### src/sspi_pkg.sv
// shared constants and types of the serial port in its spi mode
package sspi_pkg;

    // ----------------
    // register byte offsets
    // ----------------
    localparam logic [7:0] OFS_CTRL_A   = 8'h00;
    localparam logic [7:0] OFS_CTRL_B   = 8'h04;
    localparam logic [7:0] OFS_DATA     = 8'h08;
    localparam logic [7:0] OFS_IRQ_STAT = 8'h0c;
    localparam logic [7:0] OFS_IRQ_MASK = 8'h10;

    // ----------------
    // field positions
    // ----------------
    localparam int CA_MODE_LSB  = 5;
    localparam int CA_DEB_LSB   = 2;
    localparam int CA_EN        = 1;
    localparam int CA_INC       = 0;
    localparam int CB_SPARE_LSB = 6;
    localparam int CB_POL       = 5;
    localparam int CB_EDGE      = 4;
    localparam int CB_ORDER     = 3;
    localparam int CB_SELECT_PIN_ENABLE      = 2;
    localparam int CB_WRITE_COLLISION_FLAG      = 1;
    localparam int CB_TRF       = 0;
    localparam int IRQ_DONE     = 0;
    localparam int IRQ_COLL     = 1;
    localparam int IRQ_INC      = 2;

    // ----------------
    // reset values
    // ----------------
    localparam logic [2:0] MODE_RST  = 3'h7;
    localparam logic [1:0] DEB_RST   = 2'h0;
    localparam logic [1:0] SPARE_RST = 2'h0;
    localparam logic [7:0] DATA_RST  = 8'h00;
    localparam logic [2:0] MASK_RST  = 3'h0;

    // ----------------
    // operating modes
    // ----------------
    localparam logic [2:0] MODE_DIV4    = 3'h0;
    localparam logic [2:0] MODE_DIV16   = 3'h1;
    localparam logic [2:0] MODE_DIV64   = 3'h2;
    localparam logic [2:0] MODE_SUB     = 3'h3;
    localparam logic [2:0] MODE_TIMER   = 3'h4;
    localparam logic [2:0] MODE_SLAVE   = 3'h5;
    localparam logic [2:0] MODE_TWOWIRE = 3'h6;
    localparam logic [2:0] MODE_OFF     = 3'h7;

    // ----------------
    // timing: half periods of the master clock in hclk cycles
    // ----------------
    localparam logic [15:0] HALF_DIV4     = 16'h0002;
    localparam logic [15:0] HALF_DIV16    = 16'h0008;
    localparam logic [15:0] HALF_DIV64    = 16'h0020;
    localparam logic [15:0] HALF_SUB_DEF  = 16'h0bec;
    localparam logic [3:0]  BITS_PER_XFER = 4'h8;
    localparam logic [3:0]  LAST_BIT      = 4'h7;
    localparam logic [4:0]  LAST_EDGE     = 5'h0f;

    typedef enum logic {
        ST_IDLE  = 1'b0,
        ST_SHIFT = 1'b1
    } sspi_state_e;

endpackage

### src/sspi_sync.sv
// two flip-flop synchroniser for pin inputs
`timescale 1ns/1ps
module sspi_sync
    import sspi_pkg::*;
#(
    parameter int             W   = 1,
    parameter logic [W-1:0]   RST = '0
) (
    input  wire logic         hclk,
    input  wire logic         hresetn,
    input  wire logic [W-1:0] d,
    output logic      [W-1:0] q
);
    logic [W-1:0] meta;

    always_ff @(posedge hclk or negedge hresetn) begin
        if (!hresetn) begin
            meta <= RST;
            q    <= RST;
        end else begin
            meta <= d;
            q    <= meta;
        end
    end
endmodule

### src/sspi_rate.sv
// master bit clock divider, one pulse per serial clock half period
`timescale 1ns/1ps
module sspi_rate
    import sspi_pkg::*;
#(
    parameter logic [15:0] SUB_HALF = HALF_SUB_DEF
) (
    input  wire logic       hclk,
    input  wire logic       hresetn,
    input  wire logic       run,
    input  wire logic [2:0] mode,
    input  wire logic       timer_match,
    output logic            half_tick
);
    logic [15:0] cnt;
    wire  [15:0] limit;
    wire         cnt_end;
    wire         use_timer;

    // timer mode: each match toggles the clock, giving match rate / 2
    assign use_timer = (mode == MODE_TIMER);
    assign limit     = (mode == MODE_DIV4)  ? HALF_DIV4  :
                       (mode == MODE_DIV16) ? HALF_DIV16 :
                       (mode == MODE_DIV64) ? HALF_DIV64 : SUB_HALF;
    assign cnt_end   = (cnt == limit - 16'h0001);
    assign half_tick = run & (use_timer ? timer_match : cnt_end);

    // restarts on every transfer so in the divider modes the first edge has a fixed delay; timer mode waits for timer_match
    always_ff @(posedge hclk or negedge hresetn) begin
        if (!hresetn) begin
            cnt <= 16'h0000;
        end else if (!run || cnt_end) begin
            cnt <= 16'h0000;
        end else begin
            cnt <= cnt + 16'h0001;
        end
    end
endmodule

### src/sspi_top.sv
// serial port in spi mode with ahb-lite register slave
// What this block does
// RULE1: one register set; mode field picks spi or two-wire
// RULE2: full duplex exchange, working as master or as slave
// RULE3: master starts every transfer and alone drives the serial clock
// RULE4: a single slave select line; more slaves need general pins
// RULE5: select enable 1 uses the select pin, 0 leaves it floating
// RULE6: enable bit turns the port on or off, keeping configuration
// RULE7: control bit picks lsb first or msb first shifting
// RULE8: capture edge selectable as rising or falling serial clock edge
// RULE9: one 8-bit buffer holds outgoing and incoming byte
// RULE10: software loads the byte to send before the transfer starts
// RULE11: received byte is read from the same buffer after completion
// RULE12: four lines: data in, data out, clock, active-low select
// RULE13: spi pins act only when the pin function selects this port
// RULE14: pin direction depends on master/slave, enable and select enable
// RULE15: modes 0-4 master clocks, 5 spi slave, 6 two-wire, 7 off
// RULE16: done flag set by hardware at transfer end, cleared by software
// RULE17: buffer write during a transfer is dropped and flags collision
// RULE18: polarity 0 idles clock high, 1 idles low; edge bit picks capture
// RULE19: exactly eight bits each way, one per serial clock cycle
//
// Chosen here: the placing of the registers and register access over AHB-Lite.
`timescale 1ns/1ps
module sspi_top
    import sspi_pkg::*;
#(
    parameter logic [15:0] SUB_HALF = HALF_SUB_DEF
) (
    input  wire logic        hclk,
    input  wire logic        hresetn,
    input  wire logic        hsel,
    input  wire logic [31:0] haddr,
    input  wire logic [1:0]  htrans,
    input  wire logic        hwrite,
    input  wire logic [2:0]  hsize,
    input  wire logic [31:0] hwdata,
    input  wire logic        hready,
    output logic      [31:0] hrdata,
    output logic             hreadyout,
    output logic             hresp,
    output logic             irq,
    input  wire logic        pin_func_sel,
    input  wire logic        timer_match,
    input  wire logic        sck_in,
    output logic             sck_out,
    output logic             sck_oe,
    input  wire logic        sdi_in,
    output logic             sdo_out,
    output logic             sdo_oe,
    input  wire logic        slave_select_n_in,
    output logic             slave_select_n_out,
    output logic             slave_select_n_oe
);
    // ----------------
    // registers
    // ----------------
    logic [2:0]  port_mode_field;
    logic [1:0]  twowire_debounce_field;
    logic        module_enable_bit;
    logic        slave_incomplete_flag;
    logic [1:0]  spare_bits;
    logic        clock_idle_polarity;
    logic        capture_edge_select;
    logic        bit_order_select;
    logic        select_pin_enable;
    logic        write_collision_flag;
    logic        transfer_done_flag;
    logic [7:0]  serial_data_buffer;
    logic [2:0]  irq_status;
    logic [2:0]  irq_mask;

    // ----------------
    // bus and engine state
    // ----------------
    logic [1:0]  take_dly;
    logic [1:0]  done_dly;
    logic        dp_write;
    logic        rd_wait;
    logic [7:0]  dp_addr;
    sspi_state_e state;
    logic [4:0]  edge_cnt;
    logic [3:0]  bit_cnt;
    logic        cap_bit;
    logic        sck_lvl;
    logic        sck_d;
    logic        scs_d;
    logic        sck_s;
    logic        sdi_s;
    logic        scs_s;
    logic        half_tick;

    function automatic logic [7:0] shift_in(input logic [7:0] cur,
                                            input logic       b,
                                            input logic       msb_first);
        shift_in = msb_first ? {cur[6:0], b} : {b, cur[7:1]};
    endfunction

    sspi_sync #(
        .W   (3),
        .RST (3'h4)
    ) u_sync (
        .hclk    (hclk),
        .hresetn (hresetn),
        .d       ({slave_select_n_in, sdi_in, sck_in}),
        .q       ({scs_s, sdi_s, sck_s})
    );

    // ----------------
    // bus decode
    // ----------------
    wire         acc     = hsel & hready & htrans[1];
    wire         wr_a    = dp_write & (dp_addr == OFS_CTRL_A);
    wire         wr_b    = dp_write & (dp_addr == OFS_CTRL_B);
    wire         wr_data = dp_write & (dp_addr == OFS_DATA);
    wire         wr_stat = dp_write & (dp_addr == OFS_IRQ_STAT);
    wire         wr_mask = dp_write & (dp_addr == OFS_IRQ_MASK);
    wire [7:0]   ctrl_a_rd = {port_mode_field, 1'b0, twowire_debounce_field,
                              module_enable_bit, slave_incomplete_flag};
    wire [7:0]   ctrl_b_rd = {spare_bits, clock_idle_polarity,
                              capture_edge_select, bit_order_select,
                              select_pin_enable, write_collision_flag,
                              transfer_done_flag};
    wire [7:0]   rd_byte =
        (dp_addr == OFS_CTRL_A)   ? ctrl_a_rd :
        (dp_addr == OFS_CTRL_B)   ? ctrl_b_rd :
        (dp_addr == OFS_DATA)     ? serial_data_buffer :
        (dp_addr == OFS_IRQ_STAT) ? {5'h00, irq_status} :
        (dp_addr == OFS_IRQ_MASK) ? {5'h00, irq_mask} : 8'h00;

    // ----------------
    // mode and pin decode
    // ----------------
    wire is_master = (port_mode_field <= MODE_TIMER);                // RULE15
    wire is_slave  = (port_mode_field == MODE_SLAVE);                // RULE15
    // two-wire and off modes leave the spi engine parked
    wire engine_on = module_enable_bit & (is_master | is_slave);     // RULE1
    wire pins_on   = pin_func_sel & engine_on;                       // RULE13
    wire slave_sel = select_pin_enable ? ~scs_s : 1'b1;              // RULE5
    wire slave_go  = pins_on & is_slave & slave_sel;
    wire idle_lvl  = ~clock_idle_polarity;                           // RULE18
    wire cap_rise  = (clock_idle_polarity == capture_edge_select);   // RULE8

    // ----------------
    // edge and event decode
    // ----------------
    wire m_edge    = (state == ST_SHIFT) & half_tick;                // RULE3
    wire s_edge    = slave_go & (sck_s ^ sck_d);
    wire edge_ev   = m_edge | s_edge;
    wire edge_rise = is_master ? ~sck_lvl : sck_s;
    wire cap_type  = (edge_rise == cap_rise);
    wire bits_left = (bit_cnt < BITS_PER_XFER);
    wire capture   = edge_ev & cap_type & bits_left;                 // RULE19
    wire shift_ev  = edge_ev & ~cap_type & bits_left
                     & (bit_cnt != 4'h0) & is_slave;                 // RULE19
    wire last_cap  = capture & (bit_cnt == LAST_BIT);
    wire m_end     = m_edge & (edge_cnt == LAST_EDGE);               // RULE19
    wire s_last    = last_cap & is_slave;
    wire scs_rise  = scs_s & ~scs_d;
    wire s_abort   = pins_on & is_slave & select_pin_enable & scs_rise
                     & (bit_cnt != 4'h0) & ~s_last;
    wire busy      = (state == ST_SHIFT) | (|take_dly)
                     | (is_slave & (bit_cnt != 4'h0));
    wire start     = wr_data & ~busy & engine_on & is_master;        // RULE3
    wire ev_done   = done_dly[1] | s_last | s_abort;                 // RULE16
    wire ev_coll   = wr_data & busy & engine_on;                     // RULE17
    wire ev_inc    = s_abort;
    wire [2:0] ev_vec = {ev_inc, ev_coll, ev_done};
    wire [2:0] stat_clr = wr_stat ? hwdata[2:0] : 3'h0;

    sspi_rate #(
        .SUB_HALF (SUB_HALF)
    ) u_rate (
        .hclk        (hclk),
        .hresetn     (hresetn),
        .run         (state == ST_SHIFT),
        .mode        (port_mode_field),
        .timer_match (timer_match),
        .half_tick   (half_tick)
    );

    // ----------------
    // ahb-lite slave: writes zero wait, reads one wait state
    // ----------------
    always_ff @(posedge hclk or negedge hresetn) begin
        if (!hresetn) begin
            dp_write <= 1'b0;
            rd_wait  <= 1'b0;
            dp_addr  <= 8'h00;
            hrdata   <= 32'h0000_0000;
        end else begin
            dp_write <= acc & hwrite;
            if (acc) begin
                dp_addr <= haddr[7:0];
                rd_wait <= ~hwrite;
            end else begin
                rd_wait <= 1'b0;
            end
            if (rd_wait) begin
                hrdata <= {24'h00_0000, rd_byte};
            end
        end
    end

    assign hreadyout = ~rd_wait;
    assign hresp     = 1'b0;
    assign irq       = |(irq_status & irq_mask);

    // ----------------
    // control registers; hardware set wins over a software clear
    // ----------------
    always_ff @(posedge hclk or negedge hresetn) begin
        if (!hresetn) begin
            port_mode_field        <= MODE_RST;
            twowire_debounce_field <= DEB_RST;
            module_enable_bit      <= 1'b0;
            slave_incomplete_flag  <= 1'b0;
            spare_bits             <= SPARE_RST;
            clock_idle_polarity    <= 1'b0;
            capture_edge_select    <= 1'b0;
            bit_order_select       <= 1'b0;
            select_pin_enable      <= 1'b0;
            write_collision_flag   <= 1'b0;
            transfer_done_flag     <= 1'b0;
            irq_status             <= 3'h0;
            irq_mask               <= MASK_RST;
        end else begin
            if (wr_a) begin
                port_mode_field        <= hwdata[CA_MODE_LSB +: 3];  // RULE1
                twowire_debounce_field <= hwdata[CA_DEB_LSB +: 2];
                module_enable_bit      <= hwdata[CA_EN];             // RULE6
            end
            slave_incomplete_flag <= ev_inc
                | (wr_a ? hwdata[CA_INC] : slave_incomplete_flag);
            if (wr_b) begin
                spare_bits          <= hwdata[CB_SPARE_LSB +: 2];
                clock_idle_polarity <= hwdata[CB_POL];               // RULE18
                capture_edge_select <= hwdata[CB_EDGE];              // RULE8
                bit_order_select    <= hwdata[CB_ORDER];             // RULE7
                select_pin_enable   <= hwdata[CB_SELECT_PIN_ENABLE];              // RULE5
            end
            write_collision_flag <= ev_coll
                | (wr_b ? hwdata[CB_WRITE_COLLISION_FLAG] : write_collision_flag);   // RULE17
            transfer_done_flag <= ev_done
                | (wr_b ? hwdata[CB_TRF] : transfer_done_flag);      // RULE16
            irq_status <= (irq_status & ~stat_clr) | ev_vec;
            if (wr_mask) begin
                irq_mask <= hwdata[2:0];
            end
        end
    end

    // ----------------
    // data buffer doubles as the shift register
    // ----------------
    // one buffer saves a byte, but mid-transfer reads show partial data
    always_ff @(posedge hclk or negedge hresetn) begin
        if (!hresetn) begin
            serial_data_buffer <= DATA_RST;
        end else if (wr_data && !busy) begin
            serial_data_buffer <= hwdata[7:0];                       // RULE10
        end else if (s_last || take_dly[1]) begin
            serial_data_buffer <= shift_in(serial_data_buffer, sdi_s,
                                           bit_order_select);        // RULE11
        end else if (shift_ev) begin
            serial_data_buffer <= shift_in(serial_data_buffer, cap_bit,
                                           bit_order_select);        // RULE9
        end
    end

    // ----------------
    // transfer engine
    // ----------------
    always_ff @(posedge hclk or negedge hresetn) begin
        if (!hresetn) begin
            state    <= ST_IDLE;
            edge_cnt <= 5'h00;
            bit_cnt  <= 4'h0;
            cap_bit  <= 1'b0;
            sck_lvl  <= 1'b1;
            sck_d    <= 1'b0;
            scs_d    <= 1'b1;
            take_dly <= 2'h0;
            done_dly <= 2'h0;
        end else begin
            sck_d <= sck_s;
            scs_d <= scs_s;
            take_dly <= engine_on ? {take_dly[0], capture & is_master} : 2'h0;
            done_dly <= engine_on ? {done_dly[0], m_end} : 2'h0;
            if (!engine_on) begin
                state    <= ST_IDLE;                                 // RULE6
                edge_cnt <= 5'h00;
                bit_cnt  <= 4'h0;
                sck_lvl  <= idle_lvl;
            end else begin
                if (state == ST_IDLE) begin
                    sck_lvl <= idle_lvl;                             // RULE18
                end
                if (start) begin
                    state    <= ST_SHIFT;                            // RULE2
                    edge_cnt <= 5'h00;
                    bit_cnt  <= 4'h0;
                end
                if (m_edge) begin
                    sck_lvl  <= ~sck_lvl;                            // RULE3
                    edge_cnt <= edge_cnt + 5'h01;
                end
                if (capture) begin
                    cap_bit <= sdi_s;                                // RULE2
                    bit_cnt <= bit_cnt + 4'h1;
                end
                if (m_end) begin
                    state   <= ST_IDLE;
                    bit_cnt <= 4'h0;
                end
                if (s_last || s_abort) begin
                    bit_cnt <= 4'h0;
                end
            end
        end
    end

    // ----------------
    // pins
    // ----------------
    assign sck_out            = sck_lvl;
    assign sck_oe             = pins_on & is_master;                 // RULE14
    assign sdo_out            = bit_order_select ? serial_data_buffer[7]
                                                 : serial_data_buffer[0];
    assign sdo_oe             = pins_on & (is_master
                                | (is_slave & slave_sel));           // RULE12
    // one select line only; extra slaves need general purpose pins
    assign slave_select_n_out = ~(state == ST_SHIFT);                // RULE4
    assign slave_select_n_oe  = pins_on & is_master
                                & select_pin_enable;                 // RULE14
endmodule

### config.mk
export PLATFORM = sky130hd
export DESIGN_NAME = sspi_top
export DESIGN_NICKNAME = d
export VERILOG_FILES = /design/src/sspi_pkg.sv /design/src/sspi_sync.sv /design/src/sspi_rate.sv /design/src/sspi_top.sv
export SDC_FILE = /design/constraint.sdc
export NUM_CORES = 1
export LEC_CHECK = 0
export BUFFER_PORTS_ARGS = -buffer_cell sky130_fd_sc_hd__buf_2
export CORE_MARGIN = 4
export CORE_UTILIZATION = 48
export CTS_BUF_LIST = sky130_fd_sc_hd__clkbuf_4 sky130_fd_sc_hd__clkbuf_8 sky130_fd_sc_hd__clkbuf_16
export DETAILED_ROUTE_END_ITERATION = 16
export PLACE_DENSITY = 0.76
export SLEW_MARGIN = 20
export SYNTH_ARGS = -nofsm -noshare
export SYNTH_HDL_FRONTEND = slang
export SYNTH_SLANG_ARGS = --single-unit
### constraint.sdc
create_clock -name hclk -period 3.6 [get_ports hclk]
set_input_delay 0.72 -clock hclk [delete_from_list [all_inputs] [get_ports hclk]]
set_output_delay 0.72 -clock hclk [all_outputs]
set_load 0.02 [all_outputs]
==> metrics, run 1 <==
outcome=completed; top-count cell post-synth=dfrtp_1; standard-cell rows=35; RSZ-0062 raised after global routing=no; max-cap check violation count=0; Fin. Hold Viols=0; CTS tree=built; Worst-Margin Slew=around 0.8 ns; Worst Path Required=about 3.9 ns; DP Wirelength=approximately 7400 um; vias=around 3.6k; share of layout cells above drive strength 1=approximately 23%; kind of critical path=reg -> reg; TritonCTS Buffers=9; via count of the first global-routing pass=roughly 3.5k; setup TNS=0 ns; DR iter-0 viols=approximately 240; Worst setup EP type=register; initial core utilization=around half; Slew HR=between 40% and 50%; gr usage total=a little under a fifth; Clock transition at path regs=approximately 0.08 ns; post-placement cell area=4970 um^2; Post-DRT Antenna Nets=0; Post-synth EDFFs=0; register area share after synthesis=about 46%; Synth-to-Final Area Change=10.1%; cells taking the most area after synthesis=dfrtp_1 42%, mux2_2 8.3%, nor2_1 4.2%, buf_4 4.1%, dfstp_2 3.9%; antenna violations before repair=0; Port Buf Inserts=42; core area=between 9000 and 10,000 um^2; synthesized area=approximately 4700 um^2; P per Cell Area=between 400 and 500 nW/um^2; die height=approximately 110 um; worst hold path class=reg -> reg; Worst setup startpoint=port_mode_field[1]$_DFFE_PN1P_; clk buf depth=2; gpl congestion=approximately 0.86; Synth cell types=58; Syn Area/Cell=9.90 um^2; cell area after layout=5200 um^2; share of Yosys cell area claimed by the top area cell type=a little over two fifths; pre-CTS WS=between 0.15 and 0.2 ns; Worst Setup Start Kind=register; grt ovf=0; Leakage=between 2 and 2.5 nW; Clock Tree Root=clkbuf_8; min cycle time layout=between 3 and 4 ns; Final setup viols=0; Post-Synthesis Cells=477; Antenna Cells=0; highest clock rate=approximately 290 MHz; final period utilization=between 90% and 100%; crit path max fanout=7; Final #Nets=about 600; CTS H-tree lvls=3; num ports=120; Clock Sinks=87; worst vdd ir=~0.00025 V; DIE AREA=about 11,000 um^2; fillcell total=832; Via-to-Cell Ratio=5.56; most common library cells after synthesis=80 x dfrtp_1, 53 x nor2_1, 44 x nand2_1; Worst-Skew Late Latency=roughly 0.36 ns; leading area contributor after synthesis=dfrtp_1; hold path start=u_sync.meta[1]$_DFF_PN0_; largest net degree at the start of global routing=88; WL final=between 10,000 and 15,000 um; fin worst setup slack=roughly 0.19 ns; post-synthesis register bit count=87; first-pass GRT wire length=roughly 17,000 um; Clock Skew=between 0.015 and 0.02 ns; chip width=~110 um; max-slew violation count=0; Worst Path Arrival=about 3.7 ns; Post-synth ARST share=100%; Detailed Routing Iterations Pass 1=4; worst reg2reg startpoint=port_mode_field[1]$_DFFE_PN1P_; DRC=0; Synth Flop Type=dfrtp_1; Synth warnings=0; Avg WL per Cell=around 16 um
[critical path: stages, from the launching register on]
cell	delay [ns]
dfstp_2	0.55
xnor2_1	0.15
nor2_1	0.07
ha_1	0.20
xor2_1	0.19
o2111ai_1	0.15
or4_4	0.56
or4_4	0.59
a21bo_4	0.28
or3b_1	0.38
a31oi_2	0.21
[cell type report]
cell class	instances	area [um^2]	share of cell area, %
clock buffer	10	138	2.65
clock inverter	6	76.3	1.47
inverter	14	52.6	1.01
multi-input combinational	357	2320	44.6
sequential	87	2190	42.0
tap	129	161	3.10
timing repair buffer	49	269	5.17
[routing by layer]
layer,global-route usage [%],vias to the layer above,routed length [um]
met3,3.73,19,663
met4,7.58,0,208
met5,0,-,0
met2,29.4,115,4920
li1,-,1718,-
met1,25.6,1770,4560
[registers in the layout, summed over array words and instances, names as in the netlist, 2 cells and up]
name,cells
u_rate.cnt,16
dp_addr,8
hrdata,8
serial_data_buffer,8
edge_cnt,5
bit_cnt,4
irq_mask,3
irq_status,3
port_mode_field,3
u_sync.meta,3
u_sync.q,3
done_dly,2
spare_bits,2
take_dly,2
twowire_debounce_field,2
[layout by cell type, fill, tap and decap left out, types with 4 or more instances in the layout]
cell type / Yosys / layout
nor2b_1: 5 / 5
and3_1: 6 / 6
a21o_1: 5 / 5
nor3_1: 10 / 10
conb_1: 1 / 25
xnor2_1: 11 / 11
mux2i_1: 13 / 13
a22oi_1: 5 / 4
clkbuf_8: 0 / 10
inv_1: 14 / 14
a31oi_1: 8 / 7
nor2_1: 53 / 53
and2_1: 6 / 6
nand4_1: 9 / 9
mux2_2: 35 / 35
xor2_1: 9 / 9
buf_2: 3 / 41
dfstp_2: 7 / 7
nand3b_1: 4 / 4
o21ai_0: 18 / 17
buf_4: 26 / 7
nand3_1: 14 / 14
dfrtp_1: 80 / 80
nand2_1: 44 / 44
a21oi_1: 17 / 17
ha_1: 6 / 6
[where the power goes]
| part | switching, mW | internal, mW |
|---|---|---|
| sequential | 0.0649 | 1.04 |
| combinational | 0.188 | 0.127 |
| clock | 0.372 | 0.350 |
| total | 0.625 | 1.52 |
[worst paths after layout]
kind | cells after the start | slack (ns) | endpoint
setup / recovery | 10 | 0.19 | bit_cnt[2]$_DFFE_PN0P_
hold / removal | 0 | 0.35 | u_sync.q[1]$_DFF_PN0_
setup reg to reg | 10 | 0.19 | bit_cnt[2]$_DFFE_PN0P_
hold reg to reg | 0 | 0.35 | u_sync.q[1]$_DFF_PN0_
max in group asynchronous | 1 | 2.63 | bit_cnt[3]$_DFFE_PN0P_
min in group asynchronous | 1 | 0.40 | edge_cnt[1]$_DFFE_PN0P_
[logic make-up (layout without fill, tap and decap cells)]
| family | Yosys count | count (layout) | share of synthesized area [%] |
|---|---|---|---|
| and+or+nand+nor | 177 | 177 | 18.7 |
| DFF | 87 | 87 | 46.3 |
| AOI/OAI and AO/OA | 80 | 80 | 11.4 |
| buffers and inverters | 57 | 79 | 6.84 |
| muxes | 49 | 49 | 11.3 |
| xor gates and xnor gates | 20 | 20 | 3.71 |
| adders and majority gates | 6 | 6 | 1.59 |
| other | 1 | 25 | 0.0794 |
[what timing repair did]
action / CTS / global route
resized for setup: 0 / 4
hold buffers: 0 / 0
endpoints found under the hold margin: 0 / 0
endpoints found under the setup margin: 0 / 8
setup buffers: 0 / 0
[through the flow]
step	util (%)	cells	hold WS [ns]	power, mW
final	55.2	652	0.354	2.14
after global routing	55.2	652	0.369	2.24
after CTS	55.0	652	0.358	2.16
after detailed placement	52.8	636	0.340	1.44
after global placement	52.8	636	0.331	1.43
after floorplan	-	501	0.331	1.35
Note: power is estimated with default switching activity, not from simulation.
==> inputs of run 2 (changes only) <==
--- a/config.mk
+++ b/config.mk
@@ -6,12 +6,13 @@
 export NUM_CORES = 1
 export LEC_CHECK = 0
 export BUFFER_PORTS_ARGS = -buffer_cell sky130_fd_sc_hd__buf_2
-export CORE_MARGIN = 4
-export CORE_UTILIZATION = 48
+export CORE_MARGIN = 10
+export CORE_UTILIZATION = 49
 export CTS_BUF_LIST = sky130_fd_sc_hd__clkbuf_4 sky130_fd_sc_hd__clkbuf_8 sky130_fd_sc_hd__clkbuf_16
 export DETAILED_ROUTE_END_ITERATION = 16
-export PLACE_DENSITY = 0.76
+export PLACE_DENSITY = 0.77
 export SLEW_MARGIN = 20
 export SYNTH_ARGS = -nofsm -noshare
 export SYNTH_HDL_FRONTEND = slang
+export SYNTH_HIERARCHICAL = 1
 export SYNTH_SLANG_ARGS = --single-unit
==> metrics, run 2 <==
Worst setup startpoint=port_mode_field[0]$_DFFE_PN1P_; Worst setup EP type=register; Top reg by flops=u_rate/cnt; worst hold path class=reg -> reg; largest net degree at the start of global routing=88 (unchanged); Post-DRT Antenna Nets=0 (unchanged); Post-synth EDFFs=0 (unchanged); Final #Nets=626 (+3.8%); CTS tree=built; Fin. Hold Viols=0 (unchanged); standard-cell rows=36 (+2.9%); most common library cells after synthesis=80 x dfrtp_1, 47 x nand2_1, 35 x nor2_1; Leakage=2.33 nW (+4.3%); kind of critical path=reg -> reg; worst vdd ir=0.000202 V (-19%); Synth-to-Final Area Change=10.3%; Pwr Total=2.11 mW (-1.5%); Clock transition at path regs=0.08 ns (about the same); gpl congestion=0.914 (+6.6%); Final setup viols=0 (unchanged); die height=119 um (+11%); Worst Path Arrival=3.69 ns (about the same); DP Wirelength=7890 um (+7.0%); leading area contributor after synthesis=dfrtp_1; Avg WL per Cell=15.9 um (+0.29%); chip width=119 um (+11%); Clock Tree Root=clkbuf_8; Worst-Margin Slew=0.762 ns (-0.0413 ns); highest clock rate=290 MHz (-0.94%); Antenna Cells=0 (unchanged); max reg flops=16 (unchanged); Post-Synthesis Cells=497 (+4.2%); max-cap check violation count=0 (unchanged); Clock Skew=0.0128 ns (-0.00270 ns); outcome=completed; min cycle time layout=3.44 ns (+0.0324 ns); first-pass GRT wire length=18,200 um (+4.9%); Worst-Skew Late Latency=0.36 ns (about the same); Syn Area/Cell=9.76 um^2 (-1.4%); R2R setup slack=0.16 ns (-0.03 ns); Clock Sinks=87 (unchanged); cells taking the most area after synthesis=dfrtp_1 41%, mux2_2 6.5%, buf_4 4.2%, dfstp_2 3.8%, nand2_1 3.6%; antenna violations before repair=0 (unchanged); worst r2r path cells=14 (+4); Worst Setup Start Kind=register; Synth cell types=65 (+12%); initial core utilization=49.9% (-0.29 points); crit path max fanout=6 (-1); post-synthesis register bit count=87 (unchanged); top-count cell post-synth=dfrtp_1; RR Endpoint=cap_bit$_DFFE_PN0P_; Worst Path Required=3.84 ns (-0.03 ns); grt ovf=0 (unchanged); most frequent cells in the layout=80 x dfrtp_1, 47 x nand2_1, 41 x buf_2; Synth Flop Type=dfrtp_1; P per Cell Area=395 nW/um^2 (-4.3%); worst reg2reg startpoint=port_mode_field[0]$_DFFE_PN1P_; WHS=0.353 ns (-0.000577 ns); DIE AREA=14,300 um^2 (+24%); Via-to-Cell Ratio=5.61 (+0.95%); synthesized area=4850 um^2 (+2.7%); final period utilization=95.7% (+0.90 points); Hold Crit Depth=0 (unchanged); gr usage total=15.3% (-3.5 points); WL final=10,800 um (+4.4%); Port Buf Inserts=42 (unchanged); max-slew violation count=0 (unchanged); most common cell after layout, fill and taps aside=dfrtp_1; Slew HR=49.2% (+2.8 points); share of layout cells above drive strength 1=23.6% (+0.68 points); fillcell total=873 (+4.9%); CTS H-tree lvls=3 (unchanged); register area share after synthesis=45.1% (-1.2 points); Synth warnings=6 (+6); DR iter-0 viols=286 (+20%); share of Yosys cell area claimed by the top area cell type=41.3% (-1.1 points); clk buf depth=2 (unchanged); DRC=0 (unchanged); Multi-input gate area=2440 um^2 (+5.3%); Critical Path End=cap_bit$_DFFE_PN0P_; area taken by flip-flops and latches=2190 um^2 (unchanged); core area=9730 um^2 (+3.3%); vias=3,808 (+5.1%); Post-synth ARST share=100% (unchanged); via count of the first global-routing pass=3,746 (+5.9%); Detailed Routing Iterations Pass 1=6 (+2); TritonCTS Buffers=9 (unchanged); num ports=120 (unchanged)
run 2: critical path, stage by stage, from the launching register on:
cell and delay, ns:
dfstp_2 0.60, xnor2_4 0.15, nor2_1 0.07, ha_2 0.32
xor2_1 0.14, o2111a_1 0.22, nand4bb_1 0.16, nor4_2 0.28
a41o_1 0.17, and2_4 0.16, a41oi_2 0.04, or2_4 0.29
or2_4 0.26, nor2_2 0.11, mux2_2 0.35
run 2: per-layer routing:
metal / GRT usage, % / wire, um / up-vias
met2: 24.0 / 5110 / 142
met1: 19.8 / 4840 / 1866
li1: - / - / 1783
met3: 4.03 / 682 / 17
met4: 5.66 / 178 / 0
met5: 0 / 0 / -
run 2: area by class of cell:
cell class / count / share of cell area (%)
repair buffers: 52 / 5.45
inverters: 21 / 1.47
clock buffers: 15 / 3.39
multi-input cells: 370 / 45.6
flip-flops and latches: 87 / 40.9
well taps: 133 / 3.11
clock inverters: 1 / 0.0936
run 2: worst min-delay path by stage:
| stage | slack, ns | endpoint | startpoint |
|---|---|---|---|
| floorplan | 0.33 | u_sync/q[0]$_DFF_PN0_ | u_sync/meta[0]$_DFF_PN0_ |
| global placement | 0.34 | u_sync/q[0]$_DFF_PN0_ | u_sync/meta[0]$_DFF_PN0_ |
| detailed placement | 0.34 | u_sync/q[1]$_DFF_PN0_ | u_sync/meta[1]$_DFF_PN0_ |
| CTS | 0.36 | u_sync/q[1]$_DFF_PN0_ | u_sync/meta[1]$_DFF_PN0_ |
| global route | 0.37 | u_sync/q[1]$_DFF_PN0_ | u_sync/meta[1]$_DFF_PN0_ |
| finish | 0.35 | u_sync/q[1]$_DFF_PN0_ | u_sync/meta[1]$_DFF_PN0_ |
run 2: kinds of logic (layout without fill, tap and decap cells):
group | count (synthesis) | in the layout | share of synthesized area (%)
AND/OR/NAND/NOR | 183 | 183 | 19.9
AO/OA/AOI/OAI | 95 | 95 | 13.1
flip-flops | 87 | 87 | 45.1
buffers and inverters | 64 | 89 | 7.43
multiplexers | 43 | 43 | 9.59
XOR/XNOR | 18 | 18 | 3.25
adder cells (fa/ha/maj) | 6 | 6 | 1.55
other | 1 | 25 | 0.0773
run 2: stage by stage:
stage          utilization (%)  setup WS, ns  instances  TNS [ns]  area (um^2)
5_1_grt                   55.0       -0.0181        679   -0.0350         5350
2_1_floorplan                -        0.0135        521         0         4990
4_1_cts                   54.5        0.0167        676         0         5310
3_3_place_gp              52.6        0.0881        660         0         5120
3_5_place_dp              52.6        0.0470        660         0         5120
6_report                  55.0         0.156        679         0         5350
run 2: repair_timing:
| item | in CTS | in global routing |
|---|---|---|
| resized for setup | 0 | 4 |
| endpoints found under the setup margin | 0 | 14 |
| hold buffers | 0 | 0 |
| setup buffers | 0 | 3 |
run 2: power by group:
group          leakage (nW)  switching, mW  internal [mW]  total, mW
clock                 0.101          0.332          0.320      0.651
sequential             1.08         0.0784           1.04       1.12
combinational          1.15          0.201          0.141      0.342
total                  2.33          0.611           1.50       2.11
